==> config.mk <==
export PLATFORM = sky130hd
export DESIGN_NAME = fzas_top
export DESIGN_NICKNAME = d
export VERILOG_FILES = /design/src/fzas_pkg.sv /design/src/fzas_top.sv
export VERILOG_INCLUDE_DIRS = /design/src
export SDC_FILE = /design/constraint.sdc
export NUM_CORES = 1
export LEC_CHECK = 0
export ABC_CLOCK_PERIOD_IN_PS = 8150
export BUFFER_PORTS_ARGS = -buffer_cell sky130_fd_sc_hd__clkbuf_2
export CORE_MARGIN = 2
export CORE_UTILIZATION = 45
export CTS_CLUSTER_DIAMETER = 50
export DETAILED_ROUTE_END_ITERATION = 8
export PLACE_DENSITY = 0.59
export SETUP_SLACK_MARGIN = 0.15
export SKIP_CTS_REPAIR_TIMING = 1
export SYNTH_ARGS = -nofsm -noshare
export SYNTH_HDL_FRONTEND = slang
export SYNTH_SLANG_ARGS = --single-unit
==> constraint.sdc <==
create_clock -name mclk -period 8.15 [get_ports mclk]
set_clock_uncertainty 0.05 [all_clocks]
set_input_delay 0.815 -clock mclk [delete_from_list [all_inputs] [get_ports mclk]]
set_output_delay 0.815 -clock mclk [all_outputs]
set_load 0.01 [all_outputs]
==> src/fzas_map.svh <==
/*
 Constants for the fence zone alarm supervision block: default settings,
 timing figures and derived tick counts.
 Assumes a 25 MHz system clock; included by bare name.
*/
`ifndef FZAS_MAP_SVH
`define FZAS_MAP_SVH
`define FZAS_CLK_HZ 25000000
`define FZAS_TICK_MS 100
`define FZAS_TICK_CYCLES ((`FZAS_CLK_HZ / 1000) * `FZAS_TICK_MS)
`define FZAS_GAIN_DEF 2'h1
`define FZAS_EVT_COUNT_DEF 8'h04
`define FZAS_EVT_THRESH_DEF 12'h032
`define FZAS_WIN_S_DEF 30
`define FZAS_WIN_TICKS_DEF 16'h012C
`define FZAS_EXT_PCT_DEF 20
`define FZAS_EXT_TICKS_DEF 16'h003C
`define FZAS_DUR_S_DEF 3
`define FZAS_DUR_TICKS_DEF 16'h001E
`define FZAS_SUP_THRESH_DEF 12'h032
`define FZAS_SUP_DUR_S_DEF 5
`define FZAS_SUP_DUR_TICKS_DEF 12'h032
`define FZAS_SUP_DUR_TICKS_MAX 12'h960
`endif

==> src/fzas_pkg.sv <==
/*
 Types for the fence zone alarm supervision block.
 Assumes fzas_map.svh supplies all numeric constants.
*/
package fzas_pkg;
   // Detection settings shared by all zones
   typedef struct packed {
      logic [7:0] evt_count;
      logic [11:0] evt_thresh;
      logic [15:0] win_ticks;
      logic [15:0] ext_ticks;
      logic [15:0] dur_ticks;
   } fzas_det_cfg_s;
   // Supervision settings
   typedef struct packed {
      logic [11:0] sup_thresh;
      logic [11:0] sup_dur_ticks;
   } fzas_sup_cfg_s;
   typedef enum logic {FZAS_WIN_IDLE, FZAS_WIN_RUN} fzas_win_e;
endpackage : fzas_pkg

==> src/fzas_top.sv <==
/*
 Per-zone intrusion detection and cable supervision for an optical fence
 sensor processor. Assumes one magnitude sample per zone per mclk arrives
 with sample_valid, synchronous to mclk; settings are static plain ports.
*/
`timescale 1ns/10ps
`include "fzas_map.svh"
module fzas_top #(
   parameter int ZONES = 2,
   parameter int TICK_CYCLES = `FZAS_TICK_CYCLES
) (
   // Clock and reset
   input wire logic mclk,
   input wire logic resetn,
   // Samples from the optical front end
   input wire logic sample_valid,
   input wire logic [ZONES*12-1:0] sample_mag,
   // Settings
   input wire logic [ZONES*2-1:0] rx_gain,
   input wire fzas_pkg::fzas_det_cfg_s det_cfg,
   input wire fzas_pkg::fzas_sup_cfg_s sup_cfg,
   // Alarms, levels per zone; tick_100ms is a single shared pulse
   output logic [ZONES-1:0] intrusion_alarm,
   output logic [ZONES-1:0] supervision_alarm,
   output logic tick_100ms
);
   // Tick counter and the clamped supervision limit
   logic [31:0] tick_cnt_reg;
   logic [11:0] sup_dur_lim;

   // Free-running 100 ms tick; counts above 4096 so it is a parameter
   always_ff @(posedge mclk or negedge resetn) begin
      if (!resetn) begin
         tick_cnt_reg <= 32'h0;
         tick_100ms <= 1'b0;
      end else if (tick_cnt_reg == 32'(TICK_CYCLES - 1)) begin
         tick_cnt_reg <= 32'h0;
         tick_100ms <= 1'b1;
      end else begin
         tick_cnt_reg <= tick_cnt_reg + 32'h1;
         tick_100ms <= 1'b0;
      end
   end

   // Settings beyond 240 s are held at 240 s
   assign sup_dur_lim = (sup_cfg.sup_dur_ticks > `FZAS_SUP_DUR_TICKS_MAX) ?
      `FZAS_SUP_DUR_TICKS_MAX : sup_cfg.sup_dur_ticks;

   // Gain applied, saturating at the 12-bit full scale
   function automatic logic [11:0] apply_gain(input logic [11:0] mag, input logic [1:0] g);
      logic [13:0] p;
      p = 14'h0;
      case (g)
         2'h2: p = {1'b0, mag, 1'b0};
         2'h3: p = {2'h0, mag} + {1'b0, mag, 1'b0};
         default: p = {2'h0, mag};
      endcase
      apply_gain = (p > 14'h0FFF) ? 12'hFFF : p[11:0];
   endfunction : apply_gain

   genvar z;
   generate
      for (z = 0; z < ZONES; z++) begin : g_zone
         logic [11:0] mag;
         logic above;

         // Window and climb state
         fzas_pkg::fzas_win_e win_reg;
         logic [15:0] left_reg;
         logic [7:0] evt_reg;
         logic [15:0] dur_reg;
         logic above_d_reg;

         // Supervision state
         logic [11:0] max_reg;
         logic [11:0] min_reg;
         logic [11:0] sup_reg;
         logic [11:0] spread;
         logic new_evt;
         logic hit_count;
         logic hit_dur;
         logic hit_any;
         logic [16:0] ext_sum;
         logic empty_period;
         logic [11:0] sup_next;

         assign mag = apply_gain(sample_mag[z*12 +: 12], rx_gain[z*2 +: 2]);
         assign above = sample_valid && (mag > det_cfg.evt_thresh);
         // An event is a rising crossing of the threshold
         assign new_evt = above && !above_d_reg;
         assign hit_count = new_evt && (evt_reg + 8'h1 >= det_cfg.evt_count);
         assign hit_dur = (win_reg == fzas_pkg::FZAS_WIN_RUN) && tick_100ms && above_d_reg
            && (dur_reg + 16'h1 >= det_cfg.dur_ticks);
         assign hit_any = hit_count || hit_dur;
         // Time left after an extension; a tick in the same cycle still counts down
         assign ext_sum = {1'b0, left_reg} + {1'b0, det_cfg.ext_ticks} - {16'h0, tick_100ms};
         assign spread = max_reg - min_reg;
         // A period with no valid sample leaves min above max, read as no spread
         assign empty_period = (min_reg > max_reg);

         always_ff @(posedge mclk or negedge resetn) begin
            if (!resetn) begin
               above_d_reg <= 1'b0;
            end else if (sample_valid) begin
               above_d_reg <= above;
            end
         end

         // Intrusion alarm stands until the next tick; a hit on that same tick wins
         always_ff @(posedge mclk or negedge resetn) begin
            if (!resetn) begin
               intrusion_alarm[z] <= 1'b0;
            end else if (hit_any) begin
               intrusion_alarm[z] <= 1'b1;
            end else if (tick_100ms) begin
               intrusion_alarm[z] <= 1'b0;
            end
         end

         // Alarm window, event count and climb time
         always_ff @(posedge mclk or negedge resetn) begin
            if (!resetn) begin
               win_reg <= fzas_pkg::FZAS_WIN_IDLE;
               left_reg <= 16'h0;
               evt_reg <= 8'h0;
               dur_reg <= 16'h0;
            end else begin
               if (hit_any) begin
                  win_reg <= fzas_pkg::FZAS_WIN_IDLE;
                  left_reg <= 16'h0;
                  evt_reg <= 8'h0;
                  dur_reg <= 16'h0;
               end else begin
                  case (win_reg)
                     fzas_pkg::FZAS_WIN_IDLE: begin
                        if (new_evt) begin
                           win_reg <= fzas_pkg::FZAS_WIN_RUN;
                           left_reg <= det_cfg.win_ticks;
                           evt_reg <= 8'h1;
                        end
                     end
                     fzas_pkg::FZAS_WIN_RUN: begin
                        if (new_evt) begin
                           evt_reg <= evt_reg + 8'h1;
                           // Extension saturates rather than wrapping the timer
                           left_reg <= ext_sum[16] ? 16'hFFFF : ext_sum[15:0];
                        end else if (tick_100ms) begin
                           if (left_reg <= 16'h1) begin
                              win_reg <= fzas_pkg::FZAS_WIN_IDLE;
                              left_reg <= 16'h0;
                              evt_reg <= 8'h0;
                              dur_reg <= 16'h0;
                           end else begin
                              left_reg <= left_reg - 16'h1;
                              if (above_d_reg) begin
                                 dur_reg <= dur_reg + 16'h1;
                              end
                           end
                        end
                     end
                     default: win_reg <= fzas_pkg::FZAS_WIN_IDLE;
                  endcase
               end
            end
         end

         // Per-period max/min capture, restarted on each tick
         always_ff @(posedge mclk or negedge resetn) begin
            if (!resetn) begin
               max_reg <= 12'h000;
               min_reg <= 12'hFFF;
            end else if (tick_100ms) begin
               max_reg <= sample_valid ? mag : 12'h000;
               min_reg <= sample_valid ? mag : 12'hFFF;
            end else if (sample_valid) begin
               if (mag > max_reg) max_reg <= mag;
               if (mag < min_reg) min_reg <= mag;
            end
         end

         // Next supervision time for the period that the tick closes
         always_comb begin
            sup_next = sup_reg;
            if (empty_period || spread < sup_cfg.sup_thresh) begin
               // Held at the limit so a later recovery clears the alarm promptly
               if (sup_reg < sup_dur_lim) begin
                  sup_next = sup_reg + 12'h1;
               end
            end else if (spread > sup_cfg.sup_thresh && sup_reg != 12'h0) begin
               sup_next = sup_reg - 12'h1;
            end
         end

         // Supervision time and alarm move only on the tick
         always_ff @(posedge mclk or negedge resetn) begin
            if (!resetn) begin
               sup_reg <= 12'h0;
               supervision_alarm[z] <= 1'b0;
            end else if (tick_100ms) begin
               sup_reg <= sup_next;
               // Alarm follows the updated time, so it rises on the tick that reaches the limit
               supervision_alarm[z] <= (sup_next >= sup_dur_lim);
            end
         end
      end
   endgenerate
endmodule : fzas_top

Word level (Yosys, flattened, before mapping):

Index checks and enable logic that the tools add are counted.

* bits of input ports: 123
* output and inout bits: 5
* flip-flop bits (word level): 193
* memories: 0
* latch bits: 0
* word-level logic and storage cells: 206
* bits in writable memories: 0
* memory bits (read-only): 0

* mux-type cells: 82
* add/sub/neg operators: 19
* multiply operators: 0
* reductions and logical operators: 43
* bitwise logic cells: 2
* order comparisons: 25
* shift-type cells: 0
* divide/modulo/power cells: 0
* eq/ne operators: 13

Operators with widths (count)
* 16-bit 2-to-1 mux: 24
* 12-bit 2-to-1 mux: 25
* 12-bit greater-than comparator: 8
* 8-bit 2-to-1 mux: 10
* 12-bit < comparator: 6
* 16-bit one-hot mux with 2 select lines: 2
* 14-bit one-hot mux with 2 select lines: 2
* 16-bit by 16-bit adder with 17-bit output: 2
* 17-bit by 1-bit subtractor with 17-bit output: 2
* 16-bit by 1-bit adder with 16-bit output (second input constant): 2
* 32-bit by 1-bit adder with 32-bit output (second input constant): 1
* 32-bit by 22-bit == test with 1-bit output (second input constant): 1
* 16-bit greater-or-equal comparator: 2
* 16-bit by 1-bit less-or-equal comparator with 1-bit output (second input constant): 2
* 32-bit 2-to-1 mux: 1
* 8-bit one-hot mux with 2 select lines: 2
* 16-bit by 1-bit subtractor with 16-bit output (second input constant): 2
* 12-bit by 13-bit adder with 14-bit output: 2
* 14-bit by 12-bit greater-than comparator with 1-bit output (second input constant): 2
* 12-bit by 1-bit adder with 12-bit output (second input constant): 2
* 12-bit greater-or-equal comparator: 2
* 12-bit nonzero test: 2
* 12-bit by 1-bit subtractor with 12-bit output (second input constant): 2
* 12-bit subtractor: 2
* 19 further kinds: 76

Longest topological paths before layout:

Gate-level depths: netlist of the first run.

* depth after elaboration: 11
* mapped depth: 31
* gate-level depth less buffers: 30

Worst setup path before layout of the first run:

No wires, ideal clock.

* path kind: flip-flop to flip-flop
* start point: register g_zone[0].min_reg[0]
* end point: register supervision_alarm[0]
* clock period less this slack: 5210 ps
* library setup time: 131 ps
* slack: 2940 ps
* cell stages (with the launch flop): 31
* buffers on the path: 1
* required time: 7969 ps
* arrival time: 5030 ps
* cell sequence: dfstp_2 > ha_1 > inv_1 > fa_1 > a21oi_1 > nor2b_1 > a311oi_1 > o2bb2ai_1 > nor2b_1 > o21a_1 > nor2_1 > xnor2_1 > ha_1 > nand4_1 > nor2_1 > o21ai_0 > o211ai_1 > a211o_1 > clkbuf_1 > nand2_1 > and3_1 > a31o_2 > ha_1 > a21oi_1 > nor2b_1 > o21ai_0 > a21oi_1 > o211ai_1 > a21boi_0 > o211ai_1 > a31oi_1

* longest elaborated chain between the ends: 6
* elaborated cells between the ends (all ways): 9
* classes of those cells: 1 x add/sub; 4 x order compare; 2 x mux; 2 x reduce/logical

Ends and longest elaborated chain
* start: declaration: RTL line fzas_top.sv:76 `logic [11:0] min_reg;`
* start signal: assignment: RTL line fzas_top.sv:174 `min_reg <= sample_valid ? mag : 12'hFFF;`
* start signal: assignment: RTL line fzas_top.sv:177 `if (mag < min_reg) min_reg <= mag;`
* 12-bit subtractor: RTL line fzas_top.sv:97 `assign spread = max_reg - min_reg;`
* 12-bit greater-than comparator: RTL line fzas_top.sv:189 `end else if (spread > sup_cfg.sup_thresh && sup_reg != 12'h0) begin`
* 1-bit logical AND: RTL line fzas_top.sv:189
* 12-bit 2-to-1 mux: RTL line fzas_top.sv:189
* 12-bit 2-to-1 mux (*): RTL line fzas_top.sv:184 `if (empty_period || spread < sup_cfg.sup_thresh) begin`
* net g_zone[0].sup_next[1]: RTL line fzas_top.sv:85 `logic [11:0] sup_next;`
* 12-bit greater-or-equal comparator (*): RTL line fzas_top.sv:202 `supervision_alarm[z] <= (sup_next >= sup_dur_lim);`
* end signal: indexed assignment: RTL line fzas_top.sv:202
* end: declaration: RTL line fzas_top.sv:24 `output logic [ZONES-1:0] supervision_alarm,`

The timed path passes the listed nets; every way through them passes the cells marked *.
A chain may end at the register's enable or synchronous reset.

Worst setup path in the final report of the first run:

* start point: register g_zone[0].min_reg[0]
* end point: register supervision_alarm[0]

* longest elaborated chain between the ends: 6
* elaborated cells between the ends (all ways): 9
* classes of those cells: 1 x add/sub; 4 x order compare; 2 x mux; 2 x reduce/logical

Ends and longest elaborated chain (RTL line)
* 12-bit subtractor: fzas_top.sv:97
* 12-bit greater-than comparator: fzas_top.sv:189
* 1-bit logical AND: fzas_top.sv:189
* 12-bit 2-to-1 mux: fzas_top.sv:189
* 12-bit 2-to-1 mux (*): fzas_top.sv:184
* 12-bit greater-or-equal comparator (*): fzas_top.sv:202

Mark *: on every way between the ends. The rest lies on a longest branch, timed or not.

==> results of run 1 <==
-- power groups by stage --
stage / clock [mW] / sequential [mW] / combinational (mW)
global placement: 0 / 1.42 / 3.28
CTS: 0.914 / 1.41 / 3.38
detailed placement: 0 / 1.43 / 3.36
global route: 0.947 / 1.45 / 3.87
finish: 0.884 / 1.42 / 3.39
floorplan: 0 / 1.36 / 2.62
-- worst register-to-register path, delay by kind of cell, from the launching register on --
kind,cells,cell delay (ns)
AOI/OAI and AO/OA,14,2.95
adders and majority gates,4,1.16
xor gates and xnor gates,2,0.25
buffers and inverters,1,0.06
DFF,1,0.56
and+or+nand+nor,8,0.98
-- cell usage after synthesis, drive strengths merged, types with 8 or more instances --
cell | n | area, µm²
a211oi | 21 | 173
clkbuf | 40 | 150
or2 | 12 | 77.6
xor2 | 61 | 534
o22ai | 14 | 87.6
ha | 313 | 3920
o41ai | 9 | 86.3
o211ai | 28 | 210
nand4 | 47 | 300
a21o | 59 | 443
and2 | 11 | 68.8
buf | 21 | 110
nor3 | 43 | 220
inv | 263 | 987
nand2b | 29 | 189
o21ai | 141 | 709
nand3 | 70 | 360
a22o | 50 | 438
or3 | 15 | 93.8
dfstp | 24 | 631
nor4 | 17 | 128
and3 | 39 | 244
dfrtp | 169 | 4230
a21oi | 154 | 771
and4 | 9 | 78.8
nor2 | 194 | 746
a32o | 13 | 130
nor2b | 40 | 250
nand2 | 154 | 578
xnor2 | 128 | 1130
o21bai | 13 | 97.6
o22a | 16 | 140
o32ai | 8 | 88.8
a31oi | 22 | 138
mux2i | 12 | 120
o21a | 25 | 190
-- how the worst max path moves through the flow --
stage	start	to	slack, ns
4_1_cts	g_zone[0].min_reg[0]$_DFFE_PN1P_	supervision_alarm[0]$_DFFE_PN0P_	2.01
2_1_floorplan	g_zone[0].min_reg[0]$_DFFE_PN1P_	supervision_alarm[0]$_DFFE_PN0P_	2.94
6_report	g_zone[0].min_reg[0]$_DFFE_PN1P_	supervision_alarm[0]$_DFFE_PN0P_	2.04
5_1_grt	g_zone[1].min_reg[1]$_DFFE_PN1P_	supervision_alarm[1]$_DFFE_PN0P_	1.45
3_3_place_gp	sample_mag[13]	g_zone[1].dur_reg[0]$_DFFE_PN0P_	1.82
3_5_place_dp	sample_mag[13]	g_zone[1].dur_reg[0]$_DFFE_PN0P_	1.67
-- kinds of logic (layout without fill, tap and decap cells) --
group,count (synthesis),in the layout,share of synthesized area
AO/OA/AOI/OAI,635,635,0.217
XOR/XNOR,189,189,0.0843
adder cells (fa/ha/maj),319,319,0.205
buffers and inverters,324,433,0.0632
flip-flops,193,193,0.246
multiplexers,16,16,0.00837
AND/OR/NAND/NOR,697,697,0.177
-- layout by cell type (no fill, tap or decap), drive strengths merged, types with 22 or more instances in the layout --
cell / count
a22o: 50
nand2b: 29
xor2: 61
a31oi: 22
nand4: 47
o211ai: 28
nand3: 70
nor2b: 40
xnor2: 128
dfrtp: 169
nor3: 43
and3: 39
ha: 313
nor2: 194
nand2: 154
o21ai: 141
a21oi: 154
clkbuf: 144
a21o: 59
o21a: 25
inv: 270
dfstp: 24
-- through the flow --
step,worst slack [ns],hold WS [ns]
finish,2.04,0.275
floorplan,2.94,0.388
CTS,2.01,0.293
global placement,1.82,0.406
detailed placement,1.67,0.414
global route,1.45,0.330
-- metal layers --
| metal | part of all wire | routed length, µm | track usage |
|---|---|---|---|
| met1 | 0.47 | 24900 | 0.322 |
| met5 | 0 | 0 | 0 |
| met2 | 0.46 | 24500 | 0.402 |
| met4 | 0.024 | 1280 | 0.0769 |
| met3 | 0.044 | 2350 | 0.0432 |
-- final cells by class --
class                      count  area share
multi-input combinational   1856       0.633
inverter                     263      0.0459
clock buffer                  17      0.0198
tap                          585      0.0340
timing repair buffer         138      0.0338
clock inverter                15     0.00785
sequential                   193       0.226
==> metrics.md, run 1 <==
| Metric | Value |
|---|---|
| Switching share of power | 0.454 |
| Vias in the first global route | 17174 |
| N_diodes | 0 |
| Avg WL per Cell | 17.3 µm |
| FF/Latch Area | 4860 µm² |
| Antenna violations before repair | 0 |
| Drt drc | 0 |
| CP max FO | 15 |
| Number of DRC markers in iteration 0 | 1022 |
| Post-synth EDFFs | 0 |
| Worst path slowest cell | dfstp_2 |
| Cells after synthesis | 2373 |
| Die W | 213 µm |
| Dominant synthesized flop cell | dfrtp_1 |
| Dpl hpwl | 41900 µm |
| CP bufs+invs | 1 |
| Io pins | 128 |
| Setup TNS | 0 ns |
| Layout fillers | 4202 |
| Final hold violation count | 0 |
| Required time worst endpoint | 8.48 ns |
| Area grow syn2layout | 9.10% |
| Fin. max-slew vios | 0 |
| Comb pwr share | 0.596 |
| P_sw | 2.58 mW |
| Status | complete, no violations |
| CP Launch Type | register |
| Leak Pwr | 10.8 nW |
| CTS Root Cell | clkbuf_16 |
| Tot Pwr | 5.69 mW |
| Fin crit period | 6.11 ns |
| Vias per inst | 5.67 |
| # port buffers | 127 |
| WS Path Type | register to register |
| HP Class | input pin to asynchronous set/reset pin |
| Pwr dens | 265 nW/µm² |
| Worst r2r src | g_zone[0].min_reg[0]$_DFFE_PN1P_ |
| CTS Buffer Depth | 2 |
| GRT overflow | 0 |
| Period utilization | 0.749 |
| Die ar. | 45500 µm² |
| Cts bufs inserted | 17 |
| RR Endpoint | supervision_alarm[0]$_DFFE_PN0P_ |
| CP delay by family, top | compound AO/OA/AOI/OAI gates |
| TritonCTS clock tree | done |
| Rows | 76 |
| RSZ-0062 raised after global routing | no |
| Max cap viols | 0 |
| Register area share after synthesis | 0.246 |
| Crit-path max cell delay | 0.56 ns |
| RePlAce Congestion | 0.872 |
| All-Layer GR Usage | 0.243 |
| Drt pass-1 iters | 5 |
| Crit path depth | 29 |
| Arr. time, crit path | 6.43 ns |
| Distinct cells, synth | 94 |
| Cell Area, Synth | 19700 µm² |
| Routed WL | 53100 µm |
| Worst-path clk slew | 0.08 ns |
| Fin area | 21500 µm² |
| FF+latch count, synth | 193 |
| Die height | 213 µm |
| Area of the multi-input gates | 13600 µm² |
| Final Non-Filler Cells | 3067 |
| Worst Tran Pin Value | 1.11 ns |
| Final Util | 0.498 |
| Clock power share | 0.155 |
| Yosys warns | 0 |
| Max VDD drop | 0.200 mV |
| Via count of the routed design | 17376 |
| First-pass GRT wire length | 87500 µm |
| Clk_lat worst skew | 0.50 ns |
| Placed cell count | 3035 |
| Largest net degree at the start of global routing | 75 |
| R2R cell count | 29 |
| Mapped Avg Cell Area | 8.31 µm² |
| Crit. End Element | register |
| Reg-to-reg slack, setup | 2.04 ns |
| Syn nets | 2815 |
| Share of cells above drive strength 1 | 0.0963 |
| Nets | 2911 |
| Sink Count | 193 |
| Flop pwr share | 0.249 |
| Core area | 43200 µm² |
| H-tree Lvls | 4 |
| Post-synth ARST share | 1.00 |
| Setup Viol. Count Final | 0 |
| Final ANT Viol Nets | 0 |
| Slew HR | 0.260 |
| Internal Power | 3.11 mW |
| Max Clock Freq | 0.164 GHz |
| Cell Area, Placed | 20900 µm² |
| Starting Density | 0.457 |
Note: power is estimated with default switching activity, not from simulation.
==> run 2: changes to the inputs <==
Settings changed: ABC_CLOCK_PERIOD_IN_PS 8150 to 5600, PLACE_DENSITY 0.59 to 0.62.
Clock period 8.15 ns to 5.6 ns, I/O delays scaled along.
==> metrics.md, run 2 (synthesized netlist as in run 1, its figures left out) <==
| Metric | Value |
|---|---|
| Sink Count | 193 (unchanged) |
| Global routing usage on met3 | 0.0351 (-0.00806) |
| Most common cell after layout, fill and taps aside | ha_1 |
| Setup Viol. Count Final | 0 (unchanged) |
| FF/Latch Area | 4860 µm² (unchanged) |
| All-Layer GR Usage | 0.239 (-0.00370) |
| Die W | 213 µm (unchanged) |
| Final ANT Viol Nets | 0 (unchanged) |
| Rows | 76 (unchanged) |
| GRT overflow | 0 (unchanged) |
| Commonest non-fill, non-tap cells in the layout | 309 x ha_1, 259 x inv_1, 189 x nor2_1 |
| Max Clock Freq | 0.189 GHz (+16%) |
| Worst path slowest cell | dfstp_2 |
| Placed cell count | 3068 (+1.1%) |
| H-tree Lvls | 4 (unchanged) |
| Gr busiest metal | met2 |
| CTS Buffer Depth | 2 (unchanged) |
| Pwr dens | 389 nW/µm² (+47%) |
| Period utilization | 0.943 (+0.193) |
| Largest net degree at the start of global routing | 102 (+36%) |
| Antenna violations before repair | 0 (unchanged) |
| Vias per inst | 5.68 (+0.33%) |
| Required time worst endpoint | 5.92 ns (-2.56 ns) |
| First-pass GRT wire length | 86700 µm (-0.85%) |
| Die ar. | 45500 µm² (unchanged) |
| Die height | 213 µm (unchanged) |
| RePlAce Congestion | 0.880 (+0.92%) |
| Final Non-Filler Cells | 3114 (+1.5%) |
| Via count of the routed design | 17701 (+1.9%) |
| Max cap viols | 0 (unchanged) |
| Routed WL | 53200 µm (+0.29%) |
| Clk_lat worst skew | 0.50 ns (about the same) |
| Fin crit period | 5.28 ns (-0.829 ns) |
| Arr. time, crit path | 5.60 ns (-0.83 ns) |
| Number of DRC markers in iteration 0 | 1074 (+5.1%) |
| Vias in the first global route | 17271 (+0.56%) |
| Fin. max-slew vios | 0 (unchanged) |
| Starting Density | 0.457 (unchanged) |
| HP Class | input pin to asynchronous set/reset pin |
| Area of the multi-input gates | 13900 µm² (+2.1%) |
| CP max FO | 6 (-9) |
| Final hold violation count | 0 (unchanged) |
| Grt met2 use | 0.399 (-0.00246) |
| Reg-to-reg slack, setup | 0.32 ns (-1.72 ns) |
| Status | complete, no violations |
| Grt met1 use | 0.316 (-0.00608) |
| Crit. End Element | register |
| Max VDD drop | 0.284 mV (+42%) |
| Crit-path max cell delay | 0.56 ns (about the same) |
| Final Util | 0.514 (+0.0155) |
| Worst Tran Pin Value | 1.17 ns (+0.0579 ns) |
| Layout fillers | 4151 (-1.2%) |
| WS Path Type | register to register |
| Dpl hpwl | 42100 µm (+0.52%) |
| Nets | 2958 (+1.6%) |
| Core area | 43200 µm² (unchanged) |
| Tot Pwr | 8.63 mW (+52%) |
| Drt pass-1 iters | 5 (unchanged) |
| Drt drc | 0 (unchanged) |
| TritonCTS clock tree | done |
| # port buffers | 127 (unchanged) |
| CP Launch Type | register |
| Worst-path clk slew | 0.08 ns (about the same) |
| Cts bufs inserted | 17 (unchanged) |
| Share of cells above drive strength 1 | 0.132 (+0.0362) |
| Leak Pwr | 11.2 nW (+2.9%) |
| Slew HR | 0.221 (-0.0386) |
| N_diodes | 0 (unchanged) |
| Io pins | 128 (unchanged) |
| Area grow syn2layout | 12.5% |
| Avg WL per Cell | 17.1 µm (-1.2%) |
| CTS Root Cell | clkbuf_16 |
| RSZ-0062 raised after global routing | yes |
-- run 2: changes by cell type in the layout (fill, tap and decap cells not counted), moves of 6 or more --
cell     before  now
a21oi_2       0    9
o21ai_0     112  104
a21oi_1     154  145
buf_4        11   56
o21ai_2       1    7
-- run 2: per-stage QoR --
step / cell area, µm² / TNS [ns] / hold slack, ns / worst slack [ns]
after floorplan: 19700 / 0 / 0.214 / 0.390
after global placement: 21200 / 0 / 0.407 / 0.122
after detailed placement: 21200 / -0.0313 / 0.421 / -0.0313
after CTS: 21800 / -0.0568 / 0.0989 / -0.0470
after global routing: 22200 / 0 / 0.148 / 0.0639
final: 22200 / 0 / 0.0937 / 0.321
-- run 2: final timing paths --
kind,endpoint,cells after the start,start
max,supervision_alarm[0]$_DFFE_PN0P_,30,g_zone[0].min_reg[0]$_DFFE_PN1P_
min,g_zone[1].max_reg[2]$_DFFE_PN0P_,1,resetn
max reg2reg,supervision_alarm[0]$_DFFE_PN0P_,30,g_zone[0].min_reg[0]$_DFFE_PN1P_
min reg2reg,tick_cnt_reg[4]$_DFF_PN0_,1,tick_cnt_reg[4]$_DFF_PN0_
max in group asynchronous,g_zone[1].sup_reg[8]$_DFFE_PN0P_,2,resetn
min in group mclk,g_zone[1].left_reg[11]$_DFFE_PN0P_,3,det_cfg[43]
-- run 2: where the power goes --
| part | internal [mW] | switching (mW) |
|---|---|---|
| Sequential | 1.74 | 0.333 |
| Combinational | 2.34 | 2.91 |
| Clock | 0.641 | 0.663 |
-- run 2: layout make-up --
cell class / instances / area share
Multi-Input combinational cell: 1856 / 0.626
Sequential cell: 193 / 0.219
Timing Repair Buffer: 185 / 0.0494
Inverter: 263 / 0.0445
Tap cell: 585 / 0.0330
Clock buffer: 17 / 0.0192
Clock inverter: 15 / 0.00851
-- run 2: critical path: cells and delay by family (launching register included) --
family,cells,cell delay [ns]
AOI/OAI and AO/OA,16,2.50
DFF,1,0.56
and+or+nand+nor,6,0.57
adders and majority gates,4,0.97
buffers and inverters,3,0.38
xor gates and xnor gates,1,0.14
-- run 2: per-layer routing --
metal | routed length [µm] | vias to the layer above
li1 | - | 8777
met1 | 24800 | 8498
met2 | 25100 | 357
met3 | 2110 | 69
met4 | 1240 | 0
met5 | 0 | -
